<file path="config.mk">
export PLATFORM = sky130hd
export DESIGN_NAME = serial_eeprom
export DESIGN_NICKNAME = d
export VERILOG_FILES = /design/src/inc/eeprom_pkg.sv /design/src/inc/array_if.sv /design/src/design/word_array.sv /design/src/design/serial_eeprom.sv
export SDC_FILE = /design/constraint.sdc
export NUM_CORES = 1
export LEC_CHECK = 0
export BUFFER_PORTS_ARGS = -buffer_cell sky130_fd_sc_hd__buf_2
export CELL_PAD_IN_SITES_DETAIL_PLACEMENT = 1
export CELL_PAD_IN_SITES_GLOBAL_PLACEMENT = 1
export CORE_ASPECT_RATIO = 1.75
export CORE_UTILIZATION = 50
export DETAILED_ROUTE_END_ITERATION = 10
export GPL_TIMING_DRIVEN = 0
export MAX_ROUTING_LAYER = met4
export PLACE_DENSITY = 0.77
export SYNTH_ARGS = -nofsm -noshare
export SYNTH_HDL_FRONTEND = slang
export SYNTH_SLANG_ARGS = --single-unit
</file>
<file path="constraint.sdc">
create_clock -name i_clock -period 4.7 [get_ports i_clock]
set_input_delay 0.235 -clock i_clock [delete_from_list [all_inputs] [get_ports i_clock]]
set_output_delay 0.235 -clock i_clock [all_outputs]
set_load 0.02 [all_outputs]
</file>
<file path="src/inc/eeprom_pkg.sv">
package eeprom_pkg;

  // ******************************************
  // Array geometry
  // ******************************************
  localparam int WORD_BITS = 16;
  localparam int WORD_COUNT = 16;
  localparam int ADDR_BITS = 4;

  // ******************************************
  // Instruction layout
  // ******************************************
  localparam int INSTR_BITS = 9;
  localparam int INSTR_LEAD_POS = 8;
  localparam int OPC_MSB = 7;
  localparam int OPC_LSB = 4;
  localparam int ADR_MSB = 3;
  localparam int ADR_LSB = 0;

  localparam logic [3:0] OPC_ERASE_ALL = 4'h2;
  localparam logic [3:0] OPC_WORD_ERASE = 4'hC;
  localparam logic [3:0] OPC_WRITE = 4'h4;
  localparam logic [3:0] OPC_READ = 4'h8;

  // ******************************************
  // Values after reset and erase
  // ******************************************
  localparam logic [INSTR_BITS-1:0] INSTR_EMPTY = 9'h000;
  localparam logic [WORD_BITS-1:0] DATA_EMPTY = 16'h0000;
  localparam logic [WORD_BITS-1:0] ERASED_WORD = 16'hFFFF;
  localparam logic [4:0] BIT_COUNT_RST = 5'h00;

  // ******************************************
  // Timing and buffer size
  // ******************************************
  localparam int CLOCK_HZ = 100_000_000;
  localparam int EW_TIME_MS = 20;
  localparam int EW_CYCLES = EW_TIME_MS * (CLOCK_HZ / 1000);
  localparam int SYNC_STAGES = 3;
  localparam int BUF_ENTRIES = 2;

  // ******************************************
  // Sequencer states
  // ******************************************
  typedef enum logic [4:0] {
    ST_COLLECT = 5'h01,
    ST_FETCH = 5'h02,
    ST_READOUT = 5'h04,
    ST_ARMED = 5'h08,
    ST_BUSY = 5'h10
  } op_state_t;

endpackage : eeprom_pkg

</file>
<file path="src/inc/array_if.sv">
`timescale 1ns/100ps
interface array_if;
  import eeprom_pkg::*;
  logic rd_en;
  logic [ADDR_BITS-1:0] addr;
  logic [WORD_BITS-1:0] rd_data;
  logic rd_valid;
  logic wr_en;
  logic [WORD_BITS-1:0] wr_data;
  logic erase_all;

  modport ctrl (
    output rd_en, addr, wr_en, wr_data, erase_all,
    input rd_data, rd_valid
  );
  modport mem (
    input rd_en, addr, wr_en, wr_data, erase_all,
    output rd_data, rd_valid
  );
endinterface : array_if

</file>
<file path="src/design/word_array.sv">
`timescale 1ns/100ps
module word_array
  import eeprom_pkg::*;
(
  // Clock and reset
  input wire logic i_clock,
  input wire logic i_sys_rst,
  // Array port
  array_if.mem arr
);

  // ******************************************
  // Storage
  // ******************************************
  // Contents are not reset: they model nonvolatile cells
  logic [WORD_BITS-1:0] word_reg [WORD_COUNT];
  logic [WORD_BITS-1:0] rd_data_reg;
  logic rd_valid_reg;

  genvar w;
  for (w = 0; w < WORD_COUNT; w++) begin : g_word
    always_ff @(posedge i_clock) begin
      if (arr.erase_all) begin
        word_reg[w] <= ERASED_WORD;  // [RULE_18]
      end else if (arr.wr_en && (arr.addr == ADDR_BITS'(w))) begin
        word_reg[w] <= arr.wr_data;  // [RULE_17]
      end
    end
  end

  // ******************************************
  // Registered read
  // ******************************************
  always_ff @(posedge i_clock) begin
    if (arr.rd_en) begin
      rd_data_reg <= word_reg[arr.addr];  // [RULE_13]
    end
  end

  always_ff @(posedge i_clock) begin
    if (i_sys_rst) begin
      rd_valid_reg <= 1'b0;
    end else begin
      rd_valid_reg <= arr.rd_en;
    end
  end

  assign arr.rd_data = rd_data_reg;
  assign arr.rd_valid = rd_valid_reg;

endmodule : word_array

</file>
<file path="src/design/serial_eeprom.sv">
`timescale 1ns/100ps
// Operation
// RULE_01 - Array holds sixteen 16-bit words at 4-bit addresses.
// RULE_02 - Serial input bits are sampled on each shift clock rising edge.
// RULE_03 - Read data on serial output moves only on shift clock rises.
// RULE_04 - Instruction is nine bits: lead marker, four opcode, four address.
// RULE_05 - Lead marker in last shifter stage stops further instruction shifting.
// RULE_06 - Erase, erase-all and write start on select falling edge.
// RULE_07 - Operation is self-timed; all shifting ignored until it ends.
// RULE_08 - Outside reads output is high when ready, low when busy.
// RULE_09 - Controller polls completion by selecting and watching the output.
// RULE_10 - Instruction shifter clears at operation end and at select fall.
// RULE_11 - Reset empties both instruction and data shifters.
// RULE_12 - Controller drops select for a period before each new instruction.
// RULE_13 - Decoded read copies the addressed word into data shifter.
// RULE_14 - Output is low during the read pulse as dummy lead bit.
// RULE_15 - Next clocks shift sixteen data bits out, most significant first.
// RULE_16 - Word erase sets the word to ones; erase precedes writing.
// RULE_17 - Word erase touches only the addressed word.
// RULE_18 - Erase-all behaves as word erase but sets every word.
// RULE_19 - Controller shifts exactly sixteen data bits after write instruction.
// RULE_20 - Opcodes: 0010 erase-all, 1100 erase, 0100 write, 1000 read.
// RULE_21 - Erase or write completes within 20 ms, then ready shows.
// RULE_22 - Select is active high; low level means deselected standby.
module serial_eeprom
  import eeprom_pkg::*;
#(
  parameter int EW_CYCLES_P = EW_CYCLES,
  parameter int BUF_DEPTH = BUF_ENTRIES
) (
  // Clock and reset
  input wire logic i_clock,
  input wire logic i_sys_rst,
  // Serial pins from the controller
  input wire logic i_select,
  input wire logic i_shift_clock_pin,
  input wire logic i_serial_in_pin,
  // Serial output pin
  output logic o_serial_out,
  output logic o_serial_out_en
);

  // ******************************************
  // Derived widths
  // ******************************************
  localparam int TW = $clog2(EW_CYCLES_P + 1);
  localparam int PW = (BUF_DEPTH > 1) ? $clog2(BUF_DEPTH) : 1;
  localparam int CW = $clog2(BUF_DEPTH + 1);

  // ******************************************
  // Declarations
  // ******************************************
  logic [2:0] pin_raw;
  logic [2:0] pin_lvl;
  logic sel_lvl;
  logic sk_lvl;
  logic di_lvl;
  logic sel_prev_reg;
  logic sk_prev_reg;
  logic sk_rise;
  logic sel_fall;
  logic shift_ok;

  op_state_t state_reg;
  op_state_t state_next;

  logic [INSTR_BITS-1:0] instr_reg;
  logic instr_full;
  logic [3:0] opcode;
  logic [ADDR_BITS-1:0] word_addr;
  logic op_is_read;
  logic op_is_write;
  logic op_is_erase;
  logic op_is_erase_all_words;
  logic op_launches;

  logic [WORD_BITS-1:0] data_reg;
  logic [4:0] bit_count_reg;
  logic dummy_reg;
  logic [TW-1:0] ew_count_reg;
  logic ew_done;
  logic launch;
  logic read_pulse;

  logic [WORD_BITS-1:0] buf_mem_reg [BUF_DEPTH];
  logic [PW-1:0] buf_wr_ptr_reg;
  logic [PW-1:0] buf_rd_ptr_reg;
  logic [CW-1:0] buf_count_reg;
  logic buf_in_valid;
  logic buf_in_ready;
  logic buf_out_valid;
  logic buf_out_ready;
  logic buf_push;
  logic buf_pop;
  logic buf_flush;

  logic serial_out_reg;
  logic serial_out_next;
  logic serial_out_en_reg;

  array_if arr ();

  // ******************************************
  // Pin synchronisers
  // ******************************************
  // A level counts once the second and third stages agree,
  // which rejects single-sample glitches on slow pin edges
  assign pin_raw = {i_select, i_shift_clock_pin, i_serial_in_pin};

  genvar g;
  for (g = 0; g < 3; g++) begin : g_sync
    logic [SYNC_STAGES-1:0] chain_reg;
    logic lvl_reg;
    always_ff @(posedge i_clock) begin
      if (i_sys_rst) begin
        chain_reg <= '0;
      end else begin
        chain_reg <= {chain_reg[SYNC_STAGES-2:0], pin_raw[g]};
      end
    end
    always_ff @(posedge i_clock) begin
      if (i_sys_rst) begin
        lvl_reg <= 1'b0;
      end else if (chain_reg[1] == chain_reg[2]) begin
        lvl_reg <= chain_reg[2];
      end
    end
    assign pin_lvl[g] = lvl_reg;
  end

  assign sel_lvl = pin_lvl[2];
  assign sk_lvl = pin_lvl[1];
  assign di_lvl = pin_lvl[0];

  always_ff @(posedge i_clock) begin
    if (i_sys_rst) begin
      sel_prev_reg <= 1'b0;
      sk_prev_reg <= 1'b0;
    end else begin
      sel_prev_reg <= sel_lvl;
      sk_prev_reg <= sk_lvl;
    end
  end

  assign sk_rise = sk_lvl & ~sk_prev_reg;  // [RULE_02]
  assign sel_fall = ~sel_lvl & sel_prev_reg;
  // No shifting while deselected or during a timed operation
  assign shift_ok = sel_lvl & sk_rise & (state_reg != ST_BUSY);  // [RULE_07] [RULE_22]

  // ******************************************
  // Instruction decode
  // ******************************************
  assign instr_full = instr_reg[INSTR_LEAD_POS];
  assign opcode = instr_reg[OPC_MSB:OPC_LSB];
  assign word_addr = instr_reg[ADR_MSB:ADR_LSB];
  assign op_is_read = (opcode == OPC_READ);  // [RULE_20]
  assign op_is_write = (opcode == OPC_WRITE);
  assign op_is_erase = (opcode == OPC_WORD_ERASE);
  assign op_is_erase_all_words = (opcode == OPC_ERASE_ALL);
  assign op_launches = op_is_write | op_is_erase | op_is_erase_all_words;

  // ******************************************
  // Instruction shifter
  // ******************************************
  always_ff @(posedge i_clock) begin
    if (i_sys_rst) begin
      instr_reg <= INSTR_EMPTY;  // [RULE_11]
    end else if (ew_done) begin
      instr_reg <= INSTR_EMPTY;  // [RULE_10]
    end else if (sel_fall && !launch) begin
      instr_reg <= INSTR_EMPTY;  // [RULE_10] [RULE_12]
    end else if (shift_ok && !instr_full) begin
      instr_reg <= {instr_reg[INSTR_BITS-2:0], di_lvl};  // [RULE_04] [RULE_05]
    end
  end

  // ******************************************
  // Sequencer
  // ******************************************
  assign launch = sel_fall & (state_reg == ST_ARMED);  // [RULE_06]
  // Read pulse waits for buffer room, so the array never overruns it
  assign read_pulse = (state_reg == ST_COLLECT) & instr_full & op_is_read & buf_in_ready & ~sel_fall;  // [RULE_13]

  always_comb begin
    state_next = state_reg;
    case (state_reg)
      ST_COLLECT: begin
        if (read_pulse) begin
          state_next = ST_FETCH;
        end else if (instr_full && op_launches && !sel_fall) begin
          state_next = ST_ARMED;
        end
      end
      ST_FETCH: begin
        if (sel_fall) begin
          state_next = ST_COLLECT;
        end else if (buf_out_valid) begin
          state_next = ST_READOUT;
        end
      end
      ST_READOUT: begin
        if (sel_fall) begin
          state_next = ST_COLLECT;
        end
      end
      ST_ARMED: begin
        if (sel_fall) begin
          state_next = ST_BUSY;  // [RULE_06]
        end
      end
      ST_BUSY: begin
        if (ew_done) begin
          state_next = ST_COLLECT;
        end
      end
      default: begin
        state_next = ST_COLLECT;
      end
    endcase
  end

  always_ff @(posedge i_clock) begin
    if (i_sys_rst) begin
      state_reg <= ST_COLLECT;
    end else begin
      state_reg <= state_next;
    end
  end

  // ******************************************
  // Erase and write timer
  // ******************************************
  assign ew_done = (state_reg == ST_BUSY) && (ew_count_reg == '0);  // [RULE_21]

  always_ff @(posedge i_clock) begin
    if (i_sys_rst) begin
      ew_count_reg <= '0;
    end else if (launch) begin
      ew_count_reg <= TW'(EW_CYCLES_P - 1);  // [RULE_07] [RULE_21]
    end else if ((state_reg == ST_BUSY) && (ew_count_reg != '0)) begin
      ew_count_reg <= ew_count_reg - TW'(1);
    end
  end

  // ******************************************
  // Array commit and read
  // ******************************************
  // Commit happens at the end of the timed interval, so an
  // aborted power cycle mid-operation leaves the array intact
  assign arr.rd_en = read_pulse;
  assign arr.addr = word_addr;  // [RULE_01]
  assign arr.wr_en = ew_done & (op_is_write | op_is_erase);
  assign arr.wr_data = op_is_write ? data_reg : ERASED_WORD;  // [RULE_16]
  assign arr.erase_all = ew_done & op_is_erase_all_words;  // [RULE_18]

  word_array u_word_array (
    .i_clock(i_clock),
    .i_sys_rst(i_sys_rst),
    .arr(arr.mem)
  );

  // ******************************************
  // Two-entry read buffer
  // ******************************************
  assign buf_in_valid = arr.rd_valid;
  assign buf_in_ready = (buf_count_reg < CW'(BUF_DEPTH));
  assign buf_out_valid = (buf_count_reg != '0);
  assign buf_out_ready = (state_reg == ST_FETCH) & ~sel_fall;
  // Deselect drops stale words so the next read sees only its own
  assign buf_flush = sel_fall;
  assign buf_push = buf_in_valid & buf_in_ready & ~buf_flush;
  assign buf_pop = buf_out_valid & buf_out_ready;

  always_ff @(posedge i_clock) begin
    if (buf_push) begin
      buf_mem_reg[buf_wr_ptr_reg] <= arr.rd_data;
    end
  end

  always_ff @(posedge i_clock) begin
    if (i_sys_rst || buf_flush) begin
      buf_wr_ptr_reg <= '0;
      buf_rd_ptr_reg <= '0;
      buf_count_reg <= '0;
    end else begin
      if (buf_push) begin
        buf_wr_ptr_reg <= (buf_wr_ptr_reg == PW'(BUF_DEPTH - 1)) ? '0 : buf_wr_ptr_reg + PW'(1);
      end
      if (buf_pop) begin
        buf_rd_ptr_reg <= (buf_rd_ptr_reg == PW'(BUF_DEPTH - 1)) ? '0 : buf_rd_ptr_reg + PW'(1);
      end
      if (buf_push && !buf_pop) begin
        buf_count_reg <= buf_count_reg + CW'(1);
      end else if (buf_pop && !buf_push) begin
        buf_count_reg <= buf_count_reg - CW'(1);
      end
    end
  end

  // ******************************************
  // Data shifter
  // ******************************************
  always_ff @(posedge i_clock) begin
    if (i_sys_rst) begin
      data_reg <= DATA_EMPTY;  // [RULE_11]
    end else if (buf_pop) begin
      data_reg <= buf_mem_reg[buf_rd_ptr_reg];  // [RULE_13]
    end else if ((state_reg == ST_READOUT) && shift_ok && !dummy_reg) begin
      data_reg <= {data_reg[WORD_BITS-2:0], 1'b0};  // [RULE_15]
    end else if ((state_reg == ST_ARMED) && op_is_write && shift_ok &&
                 (bit_count_reg < 5'(WORD_BITS))) begin
      data_reg <= {data_reg[WORD_BITS-2:0], di_lvl};
    end
  end

  // Extra bits beyond one word are ignored
  always_ff @(posedge i_clock) begin
    if (i_sys_rst || (state_reg != ST_ARMED)) begin
      bit_count_reg <= BIT_COUNT_RST;
    end else if (op_is_write && shift_ok && (bit_count_reg < 5'(WORD_BITS))) begin
      bit_count_reg <= bit_count_reg + 5'h01;
    end
  end

  // Dummy bit stands until the first clock rise after the load
  always_ff @(posedge i_clock) begin
    if (i_sys_rst) begin
      dummy_reg <= 1'b0;
    end else if (buf_pop) begin
      dummy_reg <= 1'b1;  // [RULE_14]
    end else if ((state_reg == ST_READOUT) && shift_ok) begin
      dummy_reg <= 1'b0;  // [RULE_15]
    end
  end

  // ******************************************
  // Serial output
  // ******************************************
  always_comb begin
    case (state_reg)
      ST_FETCH: begin
        serial_out_next = 1'b0;  // [RULE_14]
      end
      ST_READOUT: begin
        serial_out_next = dummy_reg ? 1'b0 : data_reg[WORD_BITS-1];  // [RULE_03] [RULE_15]
      end
      ST_BUSY: begin
        serial_out_next = ew_done;  // [RULE_08]
      end
      default: begin
        serial_out_next = 1'b1;  // [RULE_08]
      end
    endcase
  end

  always_ff @(posedge i_clock) begin
    if (i_sys_rst) begin
      serial_out_reg <= 1'b1;
      serial_out_en_reg <= 1'b0;
    end else begin
      serial_out_reg <= serial_out_next;
      serial_out_en_reg <= sel_lvl;  // [RULE_22]
    end
  end

  assign o_serial_out = serial_out_reg;
  assign o_serial_out_en = serial_out_en_reg;

endmodule : serial_eeprom

</file>
# == Yosys cells after proc, flatten, opt, wreduce, memory -nomap -nowiden ==
# Memory sizes are Yosys's and may differ from the RTL's. A register that Yosys moved wholly into a read port is not among the register bits.
# Cells that the tools add are included.
# totals
reg_bits,77
latchBits,0
mem_bits_rw,288
mem_bits_ro,0
memories,2
# memory_table
memory,depth,word_bits,read_ports,rd_ports_with_merged_regs,wr,line_no,source
u_word_array.word_reg,16,16,1,1,16,word_array.sv:16,logic [WORD_BITS-1:0] word_reg [WORD_COUNT];
buf_mem_reg,2,16,1,1,1,serial_eeprom.sv:85,logic [WORD_BITS-1:0] buf_mem_reg [BUF_DEPTH];
# op_classes
addsub,6
mul,0
div_mod_pow,0
n_lt_le_gt_ge,2
n_eq_ne,34
shifts,0
mux,92
n_bitwise,36
n_reduce_logical,50
# op_table
cell,n
2-to-1 mux 16 bit,20
2-to-1 mux 1 bit,59
2-to-1 mux 21 bit,2
"== test 4 bit, second input constant",10
2-to-1 mux 5 bit,7
logical AND 1 bit,31
case mux 5 bit (5 select lines),1
zero test 21 bit,1
nonzero test 21 bit,1
"subtractor 21 x 1 -> 21 bit, second input constant",1
"== test 4 x 3 -> 1 bit, second input constant",5
OR 1 bit,18
AND 1 bit,15
"== test 4 x 2 -> 1 bit, second input constant",3
nonzero test 2 bit,4
zero test 1 bit,6
"!= test 2 bit, second input constant",3
"adder 5 x 1 -> 5 bit, second input constant",1
"== test 5 x 1 -> 1 bit, second input constant",1
"== test 5 x 2 -> 1 bit, second input constant",1
"== test 5 x 3 -> 1 bit, second input constant",1
"== test 5 x 4 -> 1 bit, second input constant",1
"== test 5 bit, second input constant",1
"less-than comparator 5 bit, second input constant",1
19 further kinds,26

# == Longest topological paths before layout ==
# logic_depth
depth_word,9
ltp_mapped,11

# == Hierarchy ==
# A second synthesis with hierarchy kept.
# unflattened
cells_unflattened,1211
area_unflattened_um2,17061.4
# modules_own_cells
mod,n_inst,cells_per_inst,area_each_um2,seq_area_each_um2
word_array,1,748,12201.7,8187.9
serial_eeprom,1,463,4859.7,2502.4

# == Worst setup path after synthesis ==
# No wires, ideal clock.
# synth_path
path_type,register to register
startpoint,register ew_count_reg[0]
endpoint,"memory u_word_array.word_reg[3][0], enable pin"
setup_time_ps,388
arrival_time_ps,2680
required_ps,4312
slack_ps,1631
path_stages_with_launch,10
path_buffers,3
path_cell_list,dfxtp_1 inv_1 ha_1 nor4b_2 and3_1 clkbuf_1 nand3_4 buf_4 clkbuf_1 nor2_1
# synth_rtl
item,line_no,source
from (decl),serial_eeprom.sv:80,logic [TW-1:0] ew_count_reg;
from (signal assigned),serial_eeprom.sv:239,ew_count_reg <= TW'(EW_CYCLES_P - 1);
from (signal assigned),serial_eeprom.sv:241,ew_count_reg <= ew_count_reg - TW'(1);
to (decl),word_array.sv:16,

==> impl_metrics.yaml <==
min_path:
  hold_class: "input port to register"
logic_synthesis:
  syn-num-nets: 1228
  synthArstFlopShare_pct: 0
  synth_area_leaders: "edfxtp_1 (55%), mux4_2 (11%), dfxtp_1 (9.4%)"
  synth_edf_count: 304
  seq_area_frac_synth_pct: 64.4
  syn_area_per_cell_sq_um: 13.6
  yosys.area.top_type_share_pct: 55.0
  synth_top_area_cell: "edfxtp_1"
  syn_inst: 1220
  synth_area_sq_mm: 0.0166
  ys_types: 63
  yosys_warnings: 0
  ys_ff_latch: 382
  ys.flop_type: "edfxtp_1"
timing:
  finalSetupViolations: 0
  max_slew_margin_pct: 6.55
  period_minus_slack_ns: 3.85
  tightest_slew_ns: 1.38
  rsz0062_at_grt: "false"
  setup_slack_ns: 0.850
  skew_ns: 0.0109
  whs_ns: 0.185
  finalMaxSlewViolations: 0
  fmax_mhz: 260
  hold_viol_final: 0
  fin_tns_setup_ns: 0
  post-route-period-util_pct: 81.9
clocking:
  cts_max_path_buffers: 3
  worstSkewPairLatency_ns: 0.53
  cts-root-buf: "clkbuf_16"
  h-tree-depth: 2
  cts_tree: "built"
  clk_pin_slew_ns: 0.07
  cts_made_buffers: 35
  clock-sinks: 382
layout:
  instances_no_fill: 1698
  final_nets: 1275
  n_antenna_cell: 0
  drive_gt1_share_pct: 17.6
  area_delta_synth_final_pct: 10.5
  largest_register_ffs: 256
critical_path:
  critical_path_arrival_ns: 3.99
  cp.required_ns: 4.84
  critPathSlowestCell: "nor2_2"
  reg2reg_slack_ns: 0.85
  criticalPathCategory: "register to register"
  endpoint_kind: "register"
  cp-start-kind: "register"
  path_buf_inv: 4
  cp_top_family: "simple AND/OR/NAND/NOR gates"
  crit_chain: "inv_1, ha_1, nor4b_2, and3_1, clkbuf_1, nand3_4, buf_4, clkbuf_1, nor2_2"
  cp_common_cell: "clkbuf_1"
  critPathMaxStageDelay_ns: 0.88
  crit_fanout: 16
routing:
  wl_per_cell_um: 24.3
  viasPerCell: 5.94
  ant_nets: 0
  drt_iter0_drc: 517
  vias: 10087
  routed_wl_mm: 41.3
  drc: 0
  dr.pass1.iters: 4
floorplan:
  start_util_pct: 50.6
  core_sq_mm: 0.0328
  die_h_um: 243
  ios: 7
  die-area_sq_mm: 0.0340
  num_rows: 88
  die_w_um: 140
grt:
  grt_max_degree: 17
  grt_pass1_wl_mm: 64.7
  grt_pass1_vias: 11204
  gr-total-overflow: 0
  grtUsageTotal_pct: 26.3
  antenna_found_initial: 0
run:
  cap_violations: 0
outcome:
  outcome: "finished clean"
power_and_ir_drop:
  powerDensity_mw_per_mm2: 356
  leakagePower_nw: 6.14
  ir_drop_mv: 0.306
placed_design:
  dp.cells: 1632
  gp_congestion: 0.866
  pre_cts_slack_ns: 0.881
  dp_hpwl_mm: 31.7
  io_buffers: 5
[cells in the mapped netlist (all sizes together) (2+ instances only)]
master / number
and3: 4
mux2i: 10
xnor2: 11
o31ai: 3
and3b: 2
nand4: 8
a21oi: 50
nor3: 28
nor2b: 32
a31oi: 8
ha: 3
buf: 35
nand2b: 5
dfxtp: 78
nor4b: 2
nor4: 10
xor2: 7
or3: 8
or2: 4
o211ai: 4
nand2: 278
a211oi: 20
a211o: 16
nor2: 84
nand3: 22
inv: 6
o21ai: 10
or4: 5
edfxtp: 304
and2: 3
nor3b: 4
and4: 2
o41ai: 2
clkbuf: 57
mux4: 80
[report_power, final]
group          switching [W]  internal, W
Sequential        0.00000986      0.00361
Clock                0.00125      0.00154
Combinational      0.0000817    0.0000458
Total                0.00134      0.00519
[layer usage]
metal / up-vias / routed length, um / track usage [%]
li1: 4583 / - / -
met1: 5164 / 13600 / 24.8
met2: 247 / 24500 / 51.5
met3: 93 / 1440 / 3.53
met4: 0 / 1680 / 11.6
met5: - / 0 / -
[worst paths after layout]
path	end	start	cells past startpoint
max	u_word_array.word_reg[6][8]$_SDFFCE_PN1P_	ew_count_reg[0]$_SDFFE_PP0P_	9
min	g_sync[0].chain_reg[0]$_SDFF_PP0_	i_sys_rst	2
max reg2reg	u_word_array.word_reg[6][8]$_SDFFCE_PN1P_	ew_count_reg[0]$_SDFFE_PP0P_	9
min reg2reg	g_sync[2].chain_reg[1]$_SDFF_PP0_	g_sync[2].chain_reg[0]$_SDFF_PP0_	1
[stage by stage]
step	power (W)	cell area, sq um	utilization, %
CTS	0.00657	18300	55.9
floorplan	0.00378	16600	-
global route	0.00669	18400	55.9
global placement	0.00381	17100	52.2
finish	0.00654	18400	55.9
detailed placement	0.00381	17200	52.5
[placed cells by master (no fill, tap or decap), types with 8 or more instances in the layout]
| master | instances |
|---|---|
| clkinv_2 | 9 |
| o21ai_0 | 10 |
| a31oi_1 | 8 |
| a21oi_1 | 50 |
| edfxtp_1 | 304 |
| nand2_1 | 268 |
| buf_6 | 12 |
| xnor2_1 | 11 |
| nor2_2 | 16 |
| or3_1 | 8 |
| a211o_1 | 16 |
| a211oi_1 | 19 |
| mux4_2 | 80 |
| mux2i_1 | 10 |
| clkbuf_16 | 37 |
| nor3_4 | 12 |
| buf_1 | 8 |
| nand2_2 | 10 |
| buf_2 | 17 |
| nor3_1 | 14 |
| nand4_1 | 8 |
| nor2_1 | 68 |
| dfxtp_1 | 78 |
| nor2b_1 | 31 |
| clkbuf_1 | 65 |
| nand3_1 | 21 |
[what timing repair did]
| action | in CTS | in global routing |
|---|---|---|
| hold buffers | 3 | 0 |
| gates resized for setup | 0 | 0 |
| hold endpoints to repair | 3 | 0 |
| setup buffers | 0 | 0 |
| endpoints found under the setup margin | 0 | 0 |
[layout make-up]
cell class              instances  area (sq um)
plain buffers                  92           469
clock buffers                  51          1040
clock inverters                12          68.8
fillers                      3202         14500
inverters                       6          22.5
multi-input cells             740          5470
flip-flops and latches        382         10700
well taps                     405           507
repair buffers                 10          85.1
[kinds of logic after synthesis]
kind of cell | synth area share [%]
xor gates and xnor gates | 0.949
muxes | 11.5
AOI/OAI and AO/OA | 4.91
and+or+nand+nor | 15.1
adders and majority gates | 0.226
buffers and inverters | 2.96
DFF | 64.4
Power figures use the tool's default switching activity.
